### config.mk
export PLATFORM = sky130hd
export DESIGN_NAME = rms_limit_check
export DESIGN_NICKNAME = d
export VERILOG_FILES = /design/src/rms_limit_pkg.sv /design/src/rms_limit_check.sv /design/src/serial_reg_port.sv /design/src/unit_scaler.sv
export SDC_FILE = /design/constraint.sdc
export NUM_CORES = 2
export LEC_CHECK = 0
export ABC_CLOCK_PERIOD_IN_PS = 8700
export BUFFER_PORTS_ARGS = -buffer_cell sky130_fd_sc_hd__buf_2
export CORE_ASPECT_RATIO = 0.75
export CORE_MARGIN = 5
export CORE_UTILIZATION = 50
export DETAILED_ROUTE_END_ITERATION = 8
export GPL_TIMING_DRIVEN = 1
export PLACE_DENSITY_LB_ADDON = 0.25
export RECOVER_POWER = 100
export SETUP_SLACK_MARGIN = 0.3
export SLEW_MARGIN = 20
export SYNTH_ARGS = -nofsm -noshare
export SYNTH_HDL_FRONTEND = slang
export SYNTH_SLANG_ARGS = --single-unit
### constraint.sdc
create_clock -name REF_CLK -period 8.7 [get_ports REF_CLK]
set_input_delay 0.87 -clock REF_CLK [delete_from_list [all_inputs] [get_ports REF_CLK]]
set_output_delay 0.87 -clock REF_CLK [all_outputs]
set_load 0.05 [all_outputs]
### src/rms_limit_pkg.sv
`default_nettype none
package rms_limit_pkg;

   // ----------------------------------------------------------------
   // Widths
   // ----------------------------------------------------------------
   localparam int ADDR_W      = 12;
   localparam int DATA_W      = 32;
   localparam int LEVEL_W     = 16;
   localparam int COEFF_W     = 16;
   localparam int DIV_W       = 16;
   localparam int FRAME_CNT_W = 20;
   localparam int PROD_W      = DATA_W + COEFF_W;
   localparam int PHASES      = 3;
   localparam int FLAG_W      = 5;

   // ----------------------------------------------------------------
   // Register map
   // ----------------------------------------------------------------
   localparam logic [ADDR_W-1:0] ADDR_CUR_RMS_A     = 12'h1CC;
   localparam logic [ADDR_W-1:0] ADDR_VOLT_RMS_A    = 12'h1C8;
   localparam logic [ADDR_W-1:0] ADDR_CUR_SCALED_A  = 12'h831;
   localparam logic [ADDR_W-1:0] ADDR_VOLT_SCALED_A = 12'h830;
   localparam logic [ADDR_W-1:0] ADDR_HV_LEVEL      = 12'h040;
   localparam logic [ADDR_W-1:0] ADDR_HC_LEVEL      = 12'h041;
   localparam logic [ADDR_W-1:0] ADDR_LV_LEVEL      = 12'h042;
   localparam logic [ADDR_W-1:0] ADDR_FRAME_DIV     = 12'h043;
   localparam logic [ADDR_W-1:0] ADDR_CUR_COEFF     = 12'h044;
   localparam logic [ADDR_W-1:0] ADDR_VOLT_COEFF    = 12'h045;
   localparam logic [ADDR_W-1:0] ADDR_IRQ_FLAG      = 12'h048;
   localparam logic [ADDR_W-1:0] ADDR_IRQ_MASK      = 12'h049;
   localparam logic [ADDR_W-1:0] ADDR_PHASE_FLAG_A  = 12'h04A;

   // ----------------------------------------------------------------
   // Flag bit positions
   // ----------------------------------------------------------------
   localparam int FLAG_HC   = 0;
   localparam int FLAG_HV   = 1;
   localparam int FLAG_LV   = 2;
   localparam int FLAG_NOZC = 3;
   localparam int FLAG_DIR  = 4;

   // ----------------------------------------------------------------
   // Meter unit fractions and level alignment
   // ----------------------------------------------------------------
   localparam int RMS_FRAC_BITS     = 24;
   localparam int ENERGY_FRAC_BITS  = 16;
   localparam int POWER_FRAC_BITS   = 32;
   localparam int AMPHOUR_FRAC_BITS = 16;
   localparam int LEVEL_FRAC_BITS   = 16;
   localparam int LEVEL_MSB         = 23;
   localparam int LEVEL_LSB         = LEVEL_MSB - LEVEL_FRAC_BITS + 1;
   localparam int SCALE_SHIFT       = 4;

   // ----------------------------------------------------------------
   // Reset values
   // ----------------------------------------------------------------
   localparam logic [LEVEL_W-1:0] HIGH_LEVEL_RESET = 16'hFFFF;
   localparam logic [LEVEL_W-1:0] LOW_LEVEL_RESET  = 16'h0000;
   localparam logic [COEFF_W-1:0] COEFF_RESET      = 16'h0001;
   localparam logic [FLAG_W-1:0]  MASK_RESET       = 5'h00;

   // ----------------------------------------------------------------
   // Frame timing
   // ----------------------------------------------------------------
   localparam int CLK_PERIOD_PS        = 8000;
   localparam int FRAME_TIME_US        = 360;
   localparam int FRAME_CLKS_PER_STEP  = 8;
   localparam int FRAME_DEFAULT_CYCLES = (FRAME_TIME_US * 1000000) / CLK_PERIOD_PS;
   localparam logic [DIV_W-1:0] ADC_DIV_RESET =
      DIV_W'(FRAME_DEFAULT_CYCLES / FRAME_CLKS_PER_STEP - 1);

   // ----------------------------------------------------------------
   // Serial frame layout
   // ----------------------------------------------------------------
   localparam int CMD_BITS  = 16;
   localparam int XFER_BITS = CMD_BITS + DATA_W;
   localparam int WRITE_BIT = 15;
   localparam int CNT_W     = 6;

endpackage
`default_nettype wire

### src/rms_limit_check.sv
// Functional notes
// - Levels compare against bits 23 to 8 of each RMS result.
// - RMS above its high level sets the high-voltage or high-current flag.
// - A set flag drives the interrupt output only when its enable is set.
// - Flags are sticky; hardware never clears them, only a host write of ones or reset does.
// - Frame period is divider plus one times eight clock periods.
// - Default divider gives a 360 microsecond frame at this clock.
// - All thresholds and comparisons are in fixed-point meter units.
// - Current RMS results carry full-scale current over two to the 24.
// - Voltage RMS results carry full-scale voltage over two to the 24.
// - Energy LSB is full-scale voltage times current times frame over 2^16.
// - Power LSB is full-scale voltage times current over two to the 32.
// - Amp-hour LSB is full-scale current times frame period over 2^16.
// - Current levels carry full-scale current over two to the 16.
// - Virtual reads return results times the programmed conversion coefficient, shifted right by 4 bits.
// - Address 0x1CC reads phase A current RMS in meter units.
// - Address 0x831 reads phase A current RMS times current coefficient, over 16.
// - Any phase voltage RMS above the high level sets the high-voltage flag.
// - A newly set global flag with its mask bit set raises the interrupt.
// - Each phase keeps local copies of its own condition flags.
`timescale 1ns/100ps
`default_nettype none
module rms_limit_check #(
   parameter logic [rms_limit_pkg::DIV_W-1:0] FRAME_DIV_RESET = rms_limit_pkg::ADC_DIV_RESET
) (
   input  wire logic                                                  REF_CLK,
   input  wire logic                                                  ARST_N,
   input  wire logic                                                  SCLK,
   input  wire logic                                                  CS_N,
   input  wire logic                                                  MOSI,
   output logic                                                       MISO,
   output logic                                                       MISO_OE,
   output logic                                                       IRQ,
   output logic                                                       FRAME_TICK,
   input  wire logic                                                  RMS_VALID,
   input  wire logic [rms_limit_pkg::PHASES-1:0][rms_limit_pkg::DATA_W-1:0] CURRENT_RMS,
   input  wire logic [rms_limit_pkg::PHASES-1:0][rms_limit_pkg::DATA_W-1:0] VOLTAGE_RMS,
   input  wire logic [rms_limit_pkg::PHASES-1:0]                      ZERO_CROSS_MISSING,
   input  wire logic [rms_limit_pkg::PHASES-1:0]                      DIR_CHANGE
);
   import rms_limit_pkg::*;

   // ----------------------------------------------------------------
   // State
   // ----------------------------------------------------------------
   typedef struct packed {
      logic [LEVEL_W-1:0]             hv_level;
      logic [LEVEL_W-1:0]             hc_level;
      logic [LEVEL_W-1:0]             lv_level;
      logic [DIV_W-1:0]               frame_div;
      logic [COEFF_W-1:0]             cur_coeff;
      logic [COEFF_W-1:0]             volt_coeff;
      logic [DATA_W-1:0]              cur_rms_a;
      logic [DATA_W-1:0]              volt_rms_a;
      logic [FLAG_W-1:0]              irq_flag;
      logic [FLAG_W-1:0]              irq_mask;
      logic [PHASES-1:0][FLAG_W-1:0]  phase_flag;
      logic [FRAME_CNT_W-1:0]         frame_cnt;
      logic                           frame_tick;
   } state_type;

   localparam state_type STATE_RESET = '{hv_level: HIGH_LEVEL_RESET, hc_level: HIGH_LEVEL_RESET,
                                         lv_level: LOW_LEVEL_RESET, frame_div: FRAME_DIV_RESET,
                                         cur_coeff: COEFF_RESET, volt_coeff: COEFF_RESET,
                                         cur_rms_a: '0, volt_rms_a: '0, irq_flag: '0,
                                         irq_mask: MASK_RESET, phase_flag: '0,
                                         frame_cnt: '0, frame_tick: 1'b0};

   state_type                     s_q;
   state_type                     s_d;
   logic [ADDR_W-1:0]             cmd_addr;
   logic                          rd_load;
   logic [DATA_W-1:0]             rd_data;
   logic                          wr_valid;
   logic [DATA_W-1:0]             wr_data;
   logic [DATA_W-1:0]             scale_val;
   logic [COEFF_W-1:0]            scale_coeff;
   logic [DATA_W-1:0]             scaled;
   logic [PHASES-1:0][FLAG_W-1:0] phase_set;
   logic [PHASES-1:0][FLAG_W-1:0] phase_clr;
   logic [FLAG_W-1:0]             irq_set;
   logic [FLAG_W-1:0]             irq_clr;
   logic [FRAME_CNT_W-1:0]        frame_top;

   // ----------------------------------------------------------------
   // Serial register port
   // ----------------------------------------------------------------
   serial_reg_port u_port (
      .clk      (REF_CLK),
      .arst_n   (ARST_N),
      .sclk     (SCLK),
      .cs_n     (CS_N),
      .mosi     (MOSI),
      .miso     (MISO),
      .miso_oe  (MISO_OE),
      .cmd_addr (cmd_addr),
      .rd_load  (rd_load),
      .rd_data  (rd_data),
      .wr_valid (wr_valid),
      .wr_data  (wr_data)
   );

   // ----------------------------------------------------------------
   // Virtual register scaling
   // ----------------------------------------------------------------
   assign scale_val   = (cmd_addr == ADDR_VOLT_SCALED_A) ? s_q.volt_rms_a : s_q.cur_rms_a;
   assign scale_coeff = (cmd_addr == ADDR_VOLT_SCALED_A) ? s_q.volt_coeff : s_q.cur_coeff;

   unit_scaler u_scaler (
      .result (scale_val),
      .coeff  (scale_coeff),
      .scaled (scaled)
   );

   // ----------------------------------------------------------------
   // Per-phase limit compare and flag clears
   // ----------------------------------------------------------------
   for (genvar p = 0; p < PHASES; p++) begin : g_phase
      assign phase_set[p][FLAG_HC]   = RMS_VALID && (CURRENT_RMS[p][LEVEL_MSB:LEVEL_LSB] > s_q.hc_level);
      assign phase_set[p][FLAG_HV]   = RMS_VALID && (VOLTAGE_RMS[p][LEVEL_MSB:LEVEL_LSB] > s_q.hv_level);
      assign phase_set[p][FLAG_LV]   = RMS_VALID && !(VOLTAGE_RMS[p][LEVEL_MSB:LEVEL_LSB] > s_q.lv_level);
      assign phase_set[p][FLAG_NOZC] = ZERO_CROSS_MISSING[p];
      assign phase_set[p][FLAG_DIR]  = DIR_CHANGE[p];
      assign phase_clr[p] = (wr_valid && cmd_addr == ADDR_PHASE_FLAG_A + ADDR_W'(p)) ?
                            wr_data[FLAG_W-1:0] : '0;
   end

   assign irq_set   = phase_set[0] | phase_set[1] | phase_set[2];
   assign irq_clr   = (wr_valid && cmd_addr == ADDR_IRQ_FLAG) ? wr_data[FLAG_W-1:0] : '0;
   assign frame_top = {1'b0, s_q.frame_div, 3'b111};

   // ----------------------------------------------------------------
   // Next state and read data
   // ----------------------------------------------------------------
   always_comb begin
      s_d = s_q;
      s_d.frame_tick = 1'b0;
      if (s_q.frame_cnt >= frame_top) begin
         s_d.frame_cnt  = '0;
         s_d.frame_tick = 1'b1;
      end else begin
         s_d.frame_cnt = s_q.frame_cnt + 20'h00001;
      end
      if (RMS_VALID) begin
         s_d.cur_rms_a  = CURRENT_RMS[0];
         s_d.volt_rms_a = VOLTAGE_RMS[0];
      end
      s_d.irq_flag = (s_q.irq_flag & ~irq_clr) | irq_set;
      for (int p = 0; p < PHASES; p++) begin
         s_d.phase_flag[p] = (s_q.phase_flag[p] & ~phase_clr[p]) | phase_set[p];
      end
      if (wr_valid) begin
         case (cmd_addr)
            ADDR_HV_LEVEL:   s_d.hv_level   = wr_data[LEVEL_W-1:0];
            ADDR_HC_LEVEL:   s_d.hc_level   = wr_data[LEVEL_W-1:0];
            ADDR_LV_LEVEL:   s_d.lv_level   = wr_data[LEVEL_W-1:0];
            ADDR_FRAME_DIV:  s_d.frame_div  = wr_data[DIV_W-1:0];
            ADDR_CUR_COEFF:  s_d.cur_coeff  = wr_data[COEFF_W-1:0];
            ADDR_VOLT_COEFF: s_d.volt_coeff = wr_data[COEFF_W-1:0];
            ADDR_IRQ_MASK:   s_d.irq_mask   = wr_data[FLAG_W-1:0];
            default: begin
            end
         endcase
      end
      rd_data = '0;
      case (cmd_addr)
         ADDR_CUR_RMS_A:     rd_data = s_q.cur_rms_a;
         ADDR_VOLT_RMS_A:    rd_data = s_q.volt_rms_a;
         ADDR_CUR_SCALED_A:  rd_data = scaled;
         ADDR_VOLT_SCALED_A: rd_data = scaled;
         ADDR_HV_LEVEL:      rd_data = {16'h0000, s_q.hv_level};
         ADDR_HC_LEVEL:      rd_data = {16'h0000, s_q.hc_level};
         ADDR_LV_LEVEL:      rd_data = {16'h0000, s_q.lv_level};
         ADDR_FRAME_DIV:     rd_data = {16'h0000, s_q.frame_div};
         ADDR_CUR_COEFF:     rd_data = {16'h0000, s_q.cur_coeff};
         ADDR_VOLT_COEFF:    rd_data = {16'h0000, s_q.volt_coeff};
         ADDR_IRQ_FLAG:      rd_data = {27'h0000000, s_q.irq_flag};
         ADDR_IRQ_MASK:      rd_data = {27'h0000000, s_q.irq_mask};
         default: begin
            for (int p = 0; p < PHASES; p++) begin
               if (cmd_addr == ADDR_PHASE_FLAG_A + ADDR_W'(p)) begin
                  rd_data = {27'h0000000, s_q.phase_flag[p]};
               end
            end
         end
      endcase
   end

   always_ff @(posedge REF_CLK or negedge ARST_N) begin
      if (!ARST_N) begin
         s_q <= STATE_RESET;
      end else begin
         s_q <= s_d;
      end
   end

   // ----------------------------------------------------------------
   // Outputs
   // ----------------------------------------------------------------
   assign IRQ        = |(s_q.irq_flag & s_q.irq_mask);
   assign FRAME_TICK = s_q.frame_tick;

   // ----------------------------------------------------------------
   // Checks
   // ----------------------------------------------------------------
   logic [FRAME_CNT_W-1:0] gap_cnt;
   logic                   gap_ok;
   logic                   div_write;
   logic                   mask_write;

   assign div_write  = wr_valid && cmd_addr == ADDR_FRAME_DIV;
   assign mask_write = wr_valid && cmd_addr == ADDR_IRQ_MASK;

   always_ff @(posedge REF_CLK or negedge ARST_N) begin
      if (!ARST_N) begin
         gap_cnt <= '0;
         gap_ok  <= 1'b0;
      end else if (s_q.frame_tick) begin
         gap_cnt <= 20'h00001;
         gap_ok  <= !div_write;
      end else begin
         gap_cnt <= gap_cnt + 20'h00001;
         if (div_write) begin
            gap_ok <= 1'b0;
         end
      end
   end

   chk_hc_flag_set: assert property (@(posedge REF_CLK) disable iff (!ARST_N)
      RMS_VALID && (CURRENT_RMS[0][23:8] > s_q.hc_level) |=> s_q.irq_flag[FLAG_HC] && s_q.phase_flag[0][FLAG_HC])
      else $error("high current not flagged");

   chk_hc_no_false: assert property (@(posedge REF_CLK) disable iff (!ARST_N)
      RMS_VALID && (CURRENT_RMS[0][23:8] <= s_q.hc_level) && !s_q.phase_flag[0][FLAG_HC] |=>
      !s_q.phase_flag[0][FLAG_HC])
      else $error("high current flagged at or below level");

   chk_hv_any_phase: assert property (@(posedge REF_CLK) disable iff (!ARST_N)
      RMS_VALID && (VOLTAGE_RMS[2][23:8] > s_q.hv_level) |=> s_q.irq_flag[FLAG_HV] && s_q.phase_flag[2][FLAG_HV])
      else $error("high voltage on phase C not flagged");

   chk_irq_gated: assert property (@(posedge REF_CLK) disable iff (!ARST_N)
      s_q.irq_mask == 5'h00 && !mask_write |=> !IRQ)
      else $error("interrupt raised with all enables off");

   chk_irq_raise: assert property (@(posedge REF_CLK) disable iff (!ARST_N)
      irq_set[FLAG_HC] && s_q.irq_mask[FLAG_HC] && !mask_write |=> IRQ)
      else $error("enabled flag did not raise interrupt");

   chk_flag_sticky: assert property (@(posedge REF_CLK) disable iff (!ARST_N)
      1'b1 |=> ((($past(s_q.irq_flag) & ~$past(irq_clr)) & ~s_q.irq_flag) == 5'h00))
      else $error("flag cleared without host write");

   chk_set_wins: assert property (@(posedge REF_CLK) disable iff (!ARST_N)
      (irq_set & irq_clr) != 5'h00 |=> (s_q.irq_flag & $past(irq_set)) == $past(irq_set))
      else $error("clear overrode a simultaneous set");

   chk_frame_period: assert property (@(posedge REF_CLK) disable iff (!ARST_N)
      s_q.frame_tick && gap_ok |-> gap_cnt == ({4'h0, s_q.frame_div} + 20'h00001) * 20'h00008)
      else $error("frame period differs from divider setting");

   chk_frame_default: assert property (@(posedge REF_CLK) disable iff (!ARST_N)
      s_q.frame_tick && gap_ok && s_q.frame_div == ADC_DIV_RESET |-> gap_cnt == 20'(FRAME_DEFAULT_CYCLES))
      else $error("default frame is not 360 us");

   chk_raw_read: assert property (@(posedge REF_CLK) disable iff (!ARST_N)
      rd_load && cmd_addr == ADDR_CUR_RMS_A |-> rd_data == s_q.cur_rms_a)
      else $error("raw current read wrong");

   chk_scaled_read: assert property (@(posedge REF_CLK) disable iff (!ARST_N)
      rd_load && cmd_addr == ADDR_CUR_SCALED_A |->
      rd_data == 32'((48'(s_q.cur_rms_a) * 48'(s_q.cur_coeff)) >> 4))
      else $error("scaled current read wrong");

   chk_virtual_nowrite: assert property (@(posedge REF_CLK) disable iff (!ARST_N)
      wr_valid && cmd_addr == ADDR_CUR_SCALED_A |=> $stable(s_q.cur_coeff) && $stable(s_q.cur_rms_a)
      && $stable(s_q.hc_level))
      else $error("write to virtual register changed state");

endmodule
`default_nettype wire

### src/serial_reg_port.sv
`timescale 1ns/100ps
`default_nettype none
module serial_reg_port (
   input  wire logic                              clk,
   input  wire logic                              arst_n,
   input  wire logic                              sclk,
   input  wire logic                              cs_n,
   input  wire logic                              mosi,
   output logic                                   miso,
   output logic                                   miso_oe,
   output logic [rms_limit_pkg::ADDR_W-1:0]       cmd_addr,
   output logic                                   rd_load,
   input  wire logic [rms_limit_pkg::DATA_W-1:0]  rd_data,
   output logic                                   wr_valid,
   output logic [rms_limit_pkg::DATA_W-1:0]       wr_data
);
   import rms_limit_pkg::*;

   // ----------------------------------------------------------------
   // State
   // ----------------------------------------------------------------
   typedef struct packed {
      logic [2:0]        sclk_sync;
      logic [2:0]        cs_sync;
      logic [2:0]        mosi_sync;
      logic              sclk_f;
      logic              cs_f;
      logic              mosi_f;
      logic [CNT_W-1:0]  bit_cnt;
      logic [DATA_W-1:0] in_sh;
      logic [DATA_W-1:0] out_sh;
      logic [ADDR_W-1:0] addr;
      logic              write;
      logic              cmd_done;
      logic              wr_done;
   } link_type;

   localparam link_type LINK_RESET = '{sclk_sync: 3'h0, cs_sync: 3'h7, mosi_sync: 3'h0,
                                       sclk_f: 1'b0, cs_f: 1'b1, mosi_f: 1'b0,
                                       bit_cnt: '0, in_sh: '0, out_sh: '0, addr: '0,
                                       write: 1'b0, cmd_done: 1'b0, wr_done: 1'b0};

   link_type s_q;
   link_type s_d;

   // ----------------------------------------------------------------
   // Sampling, shifting and command decode
   // ----------------------------------------------------------------
   always_comb begin
      logic sclk_new;
      logic cs_new;
      logic mosi_new;
      sclk_new = s_q.sclk_f;
      cs_new   = s_q.cs_f;
      mosi_new = s_q.mosi_f;
      s_d = s_q;
      s_d.sclk_sync = {s_q.sclk_sync[1:0], sclk};
      s_d.cs_sync   = {s_q.cs_sync[1:0], cs_n};
      s_d.mosi_sync = {s_q.mosi_sync[1:0], mosi};
      if (s_q.sclk_sync[1] == s_q.sclk_sync[2]) begin
         sclk_new = s_q.sclk_sync[1];
      end
      if (s_q.cs_sync[1] == s_q.cs_sync[2]) begin
         cs_new = s_q.cs_sync[1];
      end
      if (s_q.mosi_sync[1] == s_q.mosi_sync[2]) begin
         mosi_new = s_q.mosi_sync[1];
      end
      s_d.sclk_f   = sclk_new;
      s_d.cs_f     = cs_new;
      s_d.mosi_f   = mosi_new;
      s_d.cmd_done = 1'b0;
      s_d.wr_done  = 1'b0;
      if (cs_new) begin
         s_d.bit_cnt = '0;
      end else if (sclk_new && !s_q.sclk_f && s_q.bit_cnt < CNT_W'(XFER_BITS)) begin
         s_d.in_sh   = {s_q.in_sh[DATA_W-2:0], mosi_new};
         s_d.bit_cnt = s_q.bit_cnt + 6'h01;
         if (s_q.bit_cnt == CNT_W'(CMD_BITS - 1)) begin
            s_d.addr     = {s_q.in_sh[ADDR_W-2:0], mosi_new};
            s_d.write    = s_q.in_sh[WRITE_BIT-1];
            s_d.cmd_done = 1'b1;
         end
         if (s_q.bit_cnt == CNT_W'(XFER_BITS - 1)) begin
            s_d.wr_done = s_q.write;
         end
      end else if (!sclk_new && s_q.sclk_f && s_q.bit_cnt > CNT_W'(CMD_BITS)) begin
         s_d.out_sh = {s_q.out_sh[DATA_W-2:0], 1'b0};
      end
      if (s_q.cmd_done) begin
         s_d.out_sh = rd_data;
      end
   end

   always_ff @(posedge clk or negedge arst_n) begin
      if (!arst_n) begin
         s_q <= LINK_RESET;
      end else begin
         s_q <= s_d;
      end
   end

   assign miso     = s_q.out_sh[DATA_W-1];
   assign miso_oe  = !s_q.cs_f;
   assign cmd_addr = s_q.addr;
   assign rd_load  = s_q.cmd_done;
   assign wr_valid = s_q.wr_done;
   assign wr_data  = s_q.in_sh;

endmodule
`default_nettype wire

### src/unit_scaler.sv
`timescale 1ns/100ps
`default_nettype none
module unit_scaler (
   input  wire logic [rms_limit_pkg::DATA_W-1:0]  result,
   input  wire logic [rms_limit_pkg::COEFF_W-1:0] coeff,
   output logic      [rms_limit_pkg::DATA_W-1:0]  scaled
);
   import rms_limit_pkg::*;

   // ----------------------------------------------------------------
   // Product of result and coefficient
   // ----------------------------------------------------------------
   logic [PROD_W-1:0] product;

   assign product = PROD_W'(result) * PROD_W'(coeff);
   assign scaled  = product[DATA_W+SCALE_SHIFT-1:SCALE_SHIFT];

endmodule
`default_nettype wire
==> Yosys cells after proc, flatten, opt, wreduce, memory -nomap -nowiden <==
Cells that the tools add are included.
W data, S select, Z words.
{ "op_classes": {"addsub": 2, "multipliers": 1, "magnitude_cmp": 12, "eq_ne": 22, "mux": 24, "bitwise": 16, "n_reduce_logical": 37} }
{ "ops": {"columns": ["operator", "n"], "rows": [
  ["$pmux W32 S11", 1],
  ["$mux W32", 6],
  ["$gt A16 B16 Y1", 9],
  ["$eq A12 B7 Y1 const B", 11],
  ["$mux W47", 1],
  ["$mux W38", 1],
  ["$mul A32 B16 Y36", 1],
  ["$or A5 B5 Y5", 6],
  ["$and A5 B5 Y5", 5],
  ["$mux W5", 5],
  ["$eq A12 B12 Y1 const B", 2],
  ["$eq A12 B9 Y1 const B", 2],
  ["$add A20 B1 Y20 const B", 1],
  ["$ge A20 B19 Y1", 1],
  ["$mux W20", 1],
  ["$not A5 Y5", 4],
  ["$logic_and A1 B1 Y1", 17],
  ["$mux W16", 1],
  ["$reduce_and A2 Y1", 8],
  ["$mux W15", 1],
  ["$mux W14", 1],
  ["$add A6 B1 Y6 const B", 1],
  ["$eq A6 B4 Y1 const B", 1],
  ["$eq A6 B6 Y1 const B", 1],
  ["12 further kinds", 26]
]} }
{ "totals": {"register_bits": 303, "input_bits": 204, "out_inout_bits": 4} }

==> Logic depth before layout (Yosys ltp) <==
{ "depth": {"depth_word": 9, "mapped_depth": 31} }

==> Cells and area by module <==
A second synthesis with hierarchy kept.
{ "hier_totals": {"cells_unflattened": 3220, "area_unflattened_um2": 31352.6} }
{ "modules_own_cells": {"columns": ["module", "instances", "cells_per_inst", "area_per_inst_um2"], "rows": [
  ["rms_limit_check", 1, 1304, 13834.5],
  ["unit_scaler", 1, 1514, 13085.0],
  ["serial_reg_port", 1, 402, 4433.0]
]} }

==> Least setup slack after synthesis <==
No wires, ideal clock.
{ "synth_timing": {"path_type": "reg-to-reg", "from": "reg u_port.s_q, in the netlist u_port.cmd_addr[0]", "to": "reg u_port.s_q[42] in the netlist's numbering", "setup_time_ns": 0.137, "arrival_time_ns": 7.425, "slack_ns": 1.138, "path_stages_with_launch": 31, "n_path_buf": 5, "synth_period_minus_slack_ns": 7.562, "cell_sequence": "dfrtp_1 -> buf_2 -> nor2_2 -> nand4_1 -> buf_4 -> clkbuf_1 -> buf_1 -> mux2i_1 -> nor2_1 -> fa_1 -> inv_1 -> fa_1 -> fa_1 -> inv_1 -> fa_1 -> fa_1 -> inv_1 -> fa_1 -> inv_1 -> ha_1 -> buf_2 -> nand4_1 -> nor2_1 -> a211oi_1 -> nand4_2 -> a31o_1 -> a21o_1 -> a311o_1 -> xor2_1 -> a221oi_2 -> a21oi_1"} }
{ "synth_via": {"elab_chain_cells": 5} }
{ "synth_lines": {"columns": ["element", "line_no", "text"], "rows": [
  ["start, declared", "serial_reg_port.sv:43", "link_type s_q;"],
  ["start signal, assigned", "serial_reg_port.sv:97", "s_q <= LINK_RESET;"],
  ["start signal, assigned", "serial_reg_port.sv:99", "s_q <= s_d;"],
  ["$eq A12 B12 Y1", "rms_limit_check.sv:106, rms_limit_check.sv:107, rms_limit_check.sv:166", null],
  ["$mux W32 or $mux W16 (tied branches)", "rms_limit_check.sv:106, rms_limit_check.sv:107", null],
  ["$mul A32 B16 Y36", "unit_scaler.sv:15", "assign product = PROD_W'(result) * PROD_W'(coeff);"],
  ["$pmux W32 S11 (*)", "rms_limit_check.sv:166", "case (cmd_addr)"],
  ["$mux W32 (*)", "serial_reg_port.sv:90", "if (s_q.cmd_done) begin"]
]} }
Every way passes the cells marked *; elsewhere a longest branch is shown, timed or not.
A chain may end at the register's enable or synchronous reset.

==> Final worst setup path <==
{ "layout_timing": {"from": "reg u_port.s_q, in the netlist u_port.cmd_addr[10]", "to": "reg u_port.s_q[43] in the netlist's numbering"} }
Same word-level chain as after synthesis.

==> flow_summary.json <==
{
  "route.met2.wl_um": 38000,
  "hold_buffers": 0,
  "antenna_left": 0,
  "synthDistinctLibCells": 83,
  "syn_area_um2": 30300,
  "htreeDepth": 1,
  "grt_pass1_vias": 24200,
  "met1Wirelength_um": 43200,
  "final_cell_area_um2": 33100,
  "drv_slew": 377,
  "routed_via_density": 5.80,
  "max_stage_delay_ns": 0.62,
  "start_kind": "flip-flop",
  "crit_path_frequent_cell": "fa_1",
  "rsz0062_at_grt": "false",
  "yosysSeqAreaShare_pct": 23.9,
  "p_per_area_nw_per_um2": 102,
  "arrival_ns": 8.60,
  "num_vias": 24100,
  "hold_path.startpoint": "u_port.s_d[95]",
  "finalSetupViolations": 0,
  "synth_area_leaders": "fa_1 (23%), dfrtp_1 (20%), ha_1 (9.6%)",
  "cp.required_ns": 9.16,
  "rr_worst_depth": 25,
  "area_growth_pct": 9.14,
  "violations": "max-capacitance violations, max-slew violations",
  "antenna_found_initial": 2,
  "finalHoldViolCount": 0,
  "sw_frac_of_total_pct": 29.5,
  "wl_um": 96200,
  "multi_input_area_um2": 20800,
  "cap_viol_max_count": 8,
  "drive_gt1_share_pct": 15.7,
  "syn_avg_cell_area_um2": 9.47,
  "post-cts-setup-buffers": 0,
  "wl_per_cell_um": 23.1,
  "grt_max_degree": 109,
  "critPathMaxFanout": 24,
  "tns_ns": 0,
  "clkPwrFrac_pct": 43.4,
  "status": "finished, violations left",
  "clock_skew_ns": 0.0360,
  "fin_crit_sh_pct": 93.7,
  "dpl-instance-area_um2": 32100,
  "r2r-end": "u_port.s_q[43]",
  "wl_met3_um": 12000,
  "max_freq_ghz": 0.123,
  "clockBufferDepth": 3,
  "synthCells": 3204,
  "syn_nets": 3996,
  "top_layer": "met5",
  "yosys_register_bits": 287,
  "grt_use_total_pct": 29.3,
  "fp-row-count": 78,
  "regToRegSetupSlack_ns": 0.55,
  "hp-class": "reg -> reg",
  "core_um2": 60300,
  "slew_headroom_pct": -289,
  "cts_made_buffers": 31,
  "cts-root-buf": "clkbuf_16",
  "utilization_pct": 54.9,
  "portBuffers": 143,
  "finalNetCount": 4123,
  "hold-path-endpoint": "u_port.s_d[96]",
  "p_comb_share_pct": 11.0,
  "ios": 208,
  "synth.most_common_cell": "inv_1",
  "tightest_slew_ns": 5.84,
  "cts_sinks": 287,
  "grt_pass1_wl_um": 148000,
  "hpwl_um": 77000,
  "peakVddDrop_v": 0.000162,
  "seqCellArea_um2": 7240,
  "cp-startpoint": "u_port.cmd_addr[10]",
  "die_x_um": 294,
  "synth_top_cell_by_area": "fa_1",
  "yosysTopAreaCellShare_pct": 23.4,
  "pwr-share-seq_pct": 45.5,
  "chipHeight_um": 223,
  "cts.clk_slew.worst_paths_ns": 0.06,
  "p_leak_uw": 0.0152,
  "hold_ws_ns": 0.347,
  "p_int_uw": 2390,
  "p_sw_uw": 1000,
  "timing.final.crit_period_ns": 8.15,
  "cts_tree": "done",
  "nFillCells": 5471,
  "drtIter0Drc": 2089,
  "finalPower_uw": 3390,
  "die_area_um2": 65800,
  "yosysWarnings": 0,
  "crit_type": "reg -> reg",
  "gp_congestion": 0.972,
  "ys_top_cells_by_count": "inv_1 (471), nand2_1 (452), fa_1 (355), nor2_1 (270), dfrtp_1 (241)",
  "start_util_pct": 50.3,
  "synth-edff-count": 0,
  "drt_first_pass_iters": 5,
  "regToRegStartpoint": "u_port.cmd_addr[10]",
  "crit_slowest_cell": "mux2i_1",
  "route.detailed.drc": 0,
  "async_reset_ff_share_pct": 100,
  "ys.flop_type": "dfrtp_1",
  "clk_latency_ns": 0.62,
  "end_kind": "flip-flop",
  "min_path_cells": 0,
  "grt.overflow.total": 0
}
routing by layer:
layer	global-route usage, %	up-vias
li1	-	10800
met1	44.6	12000
met2	39.9	1171
met3	9.66	140
met4	7.30	2
met5	1.18	-
repair_timing:
| action | in CTS | in global routing |
|---|---|---|
| setup endpoints to repair | 0 | 3 |
| endpoints found under the hold margin | 0 | 0 |
| gates resized for setup | 0 | 8 |
cell type report:
| cell class | instances | area share, % |
|---|---|---|
| diodes | 1 | 0.00756 |
| clock buffers | 40 | 2.54 |
| clock inverters | 18 | 0.839 |
| inverters | 472 | 5.35 |
| multi-input cells | 2330 | 62.7 |
| flip-flops and latches | 287 | 21.9 |
| well taps | 800 | 3.02 |
| repair buffers | 209 | 3.67 |
power by group through the flow:
stage	clock network (µW)	registers (µW)	logic (µW)
after global routing	1540	1540	409
after global placement	0	1550	362
after floorplan	0	1440	215
after CTS	1480	1530	370
final	1470	1540	374
after detailed placement	0	1550	367
critical path: cells and delay by family, from the launching register on:
family | cells | cell delay, ns
AND/OR/NAND/NOR | 6 | 1.62
XOR/XNOR | 1 | 0.18
flip-flops | 1 | 0.39
adder cells (fa/ha/maj) | 7 | 3.46
AO/OA/AOI/OAI | 5 | 0.98
buffers and inverters | 4 | 0.50
multiplexers | 2 | 0.86
logic make-up after synthesis:
family / after synthesis / share of synthesized area [%]
compound gates: 440 / 9.39
buf+inv: 587 / 7.53
fa+ha+maj: 590 / 33.1
simple gates: 940 / 13.6
flops: 287 / 23.9
mux: 279 / 10.1
xor+xnor: 81 / 2.34
registers in the layout, summed over array words and instances, names as in the netlist:
register         flops
u_port.rd_load       1
u_port.miso          1
s_q                189
u_port.cmd_addr     12
frame_top           16
u_port.wr_data      16
u_port.s_q          44
u_port.s_d           6
u_port.wr_valid      1
FRAME_TICK           1
stage by stage:
stage	setup slack (ns)	cells
CTS	0.603	4156
finish	0.552	4157
detailed placement	0.614	4098
global placement	0.703	4098
floorplan	1.14	3204
global route	0.223	4157
worst max-delay path by stage:
| stage | end | cells after the start |
|---|---|---|
| final | u_port.s_q[43] | 25 |
| after global routing | u_port.miso | 26 |
| after global placement | u_port.s_q[44] | 26 |
| after floorplan | u_port.s_q[42] | 30 |
| after CTS | u_port.s_q[42] | 27 |
| after detailed placement | u_port.s_q[42] | 27 |
layout by cell type (no fill, tap or decap), types with 31 or more instances in the layout:
cell type / netlist / layout
a21o_1: 33 / 33
a21oi_1: 111 / 111
buf_2: 22 / 137
buf_4: 8 / 55
clkbuf_16: 0 / 31
dfrtp_1: 241 / 241
dfstp_2: 46 / 45
fa_1: 355 / 355
ha_1: 233 / 233
inv_1: 471 / 472
mux2_2: 209 / 203
mux2i_1: 66 / 63
nand2_1: 452 / 455
nand3_1: 36 / 37
nand4_1: 42 / 43
nor2_1: 270 / 269
o21ai_0: 103 / 110
xnor2_1: 51 / 51
Note: power is estimated with default switching activity, not from simulation.
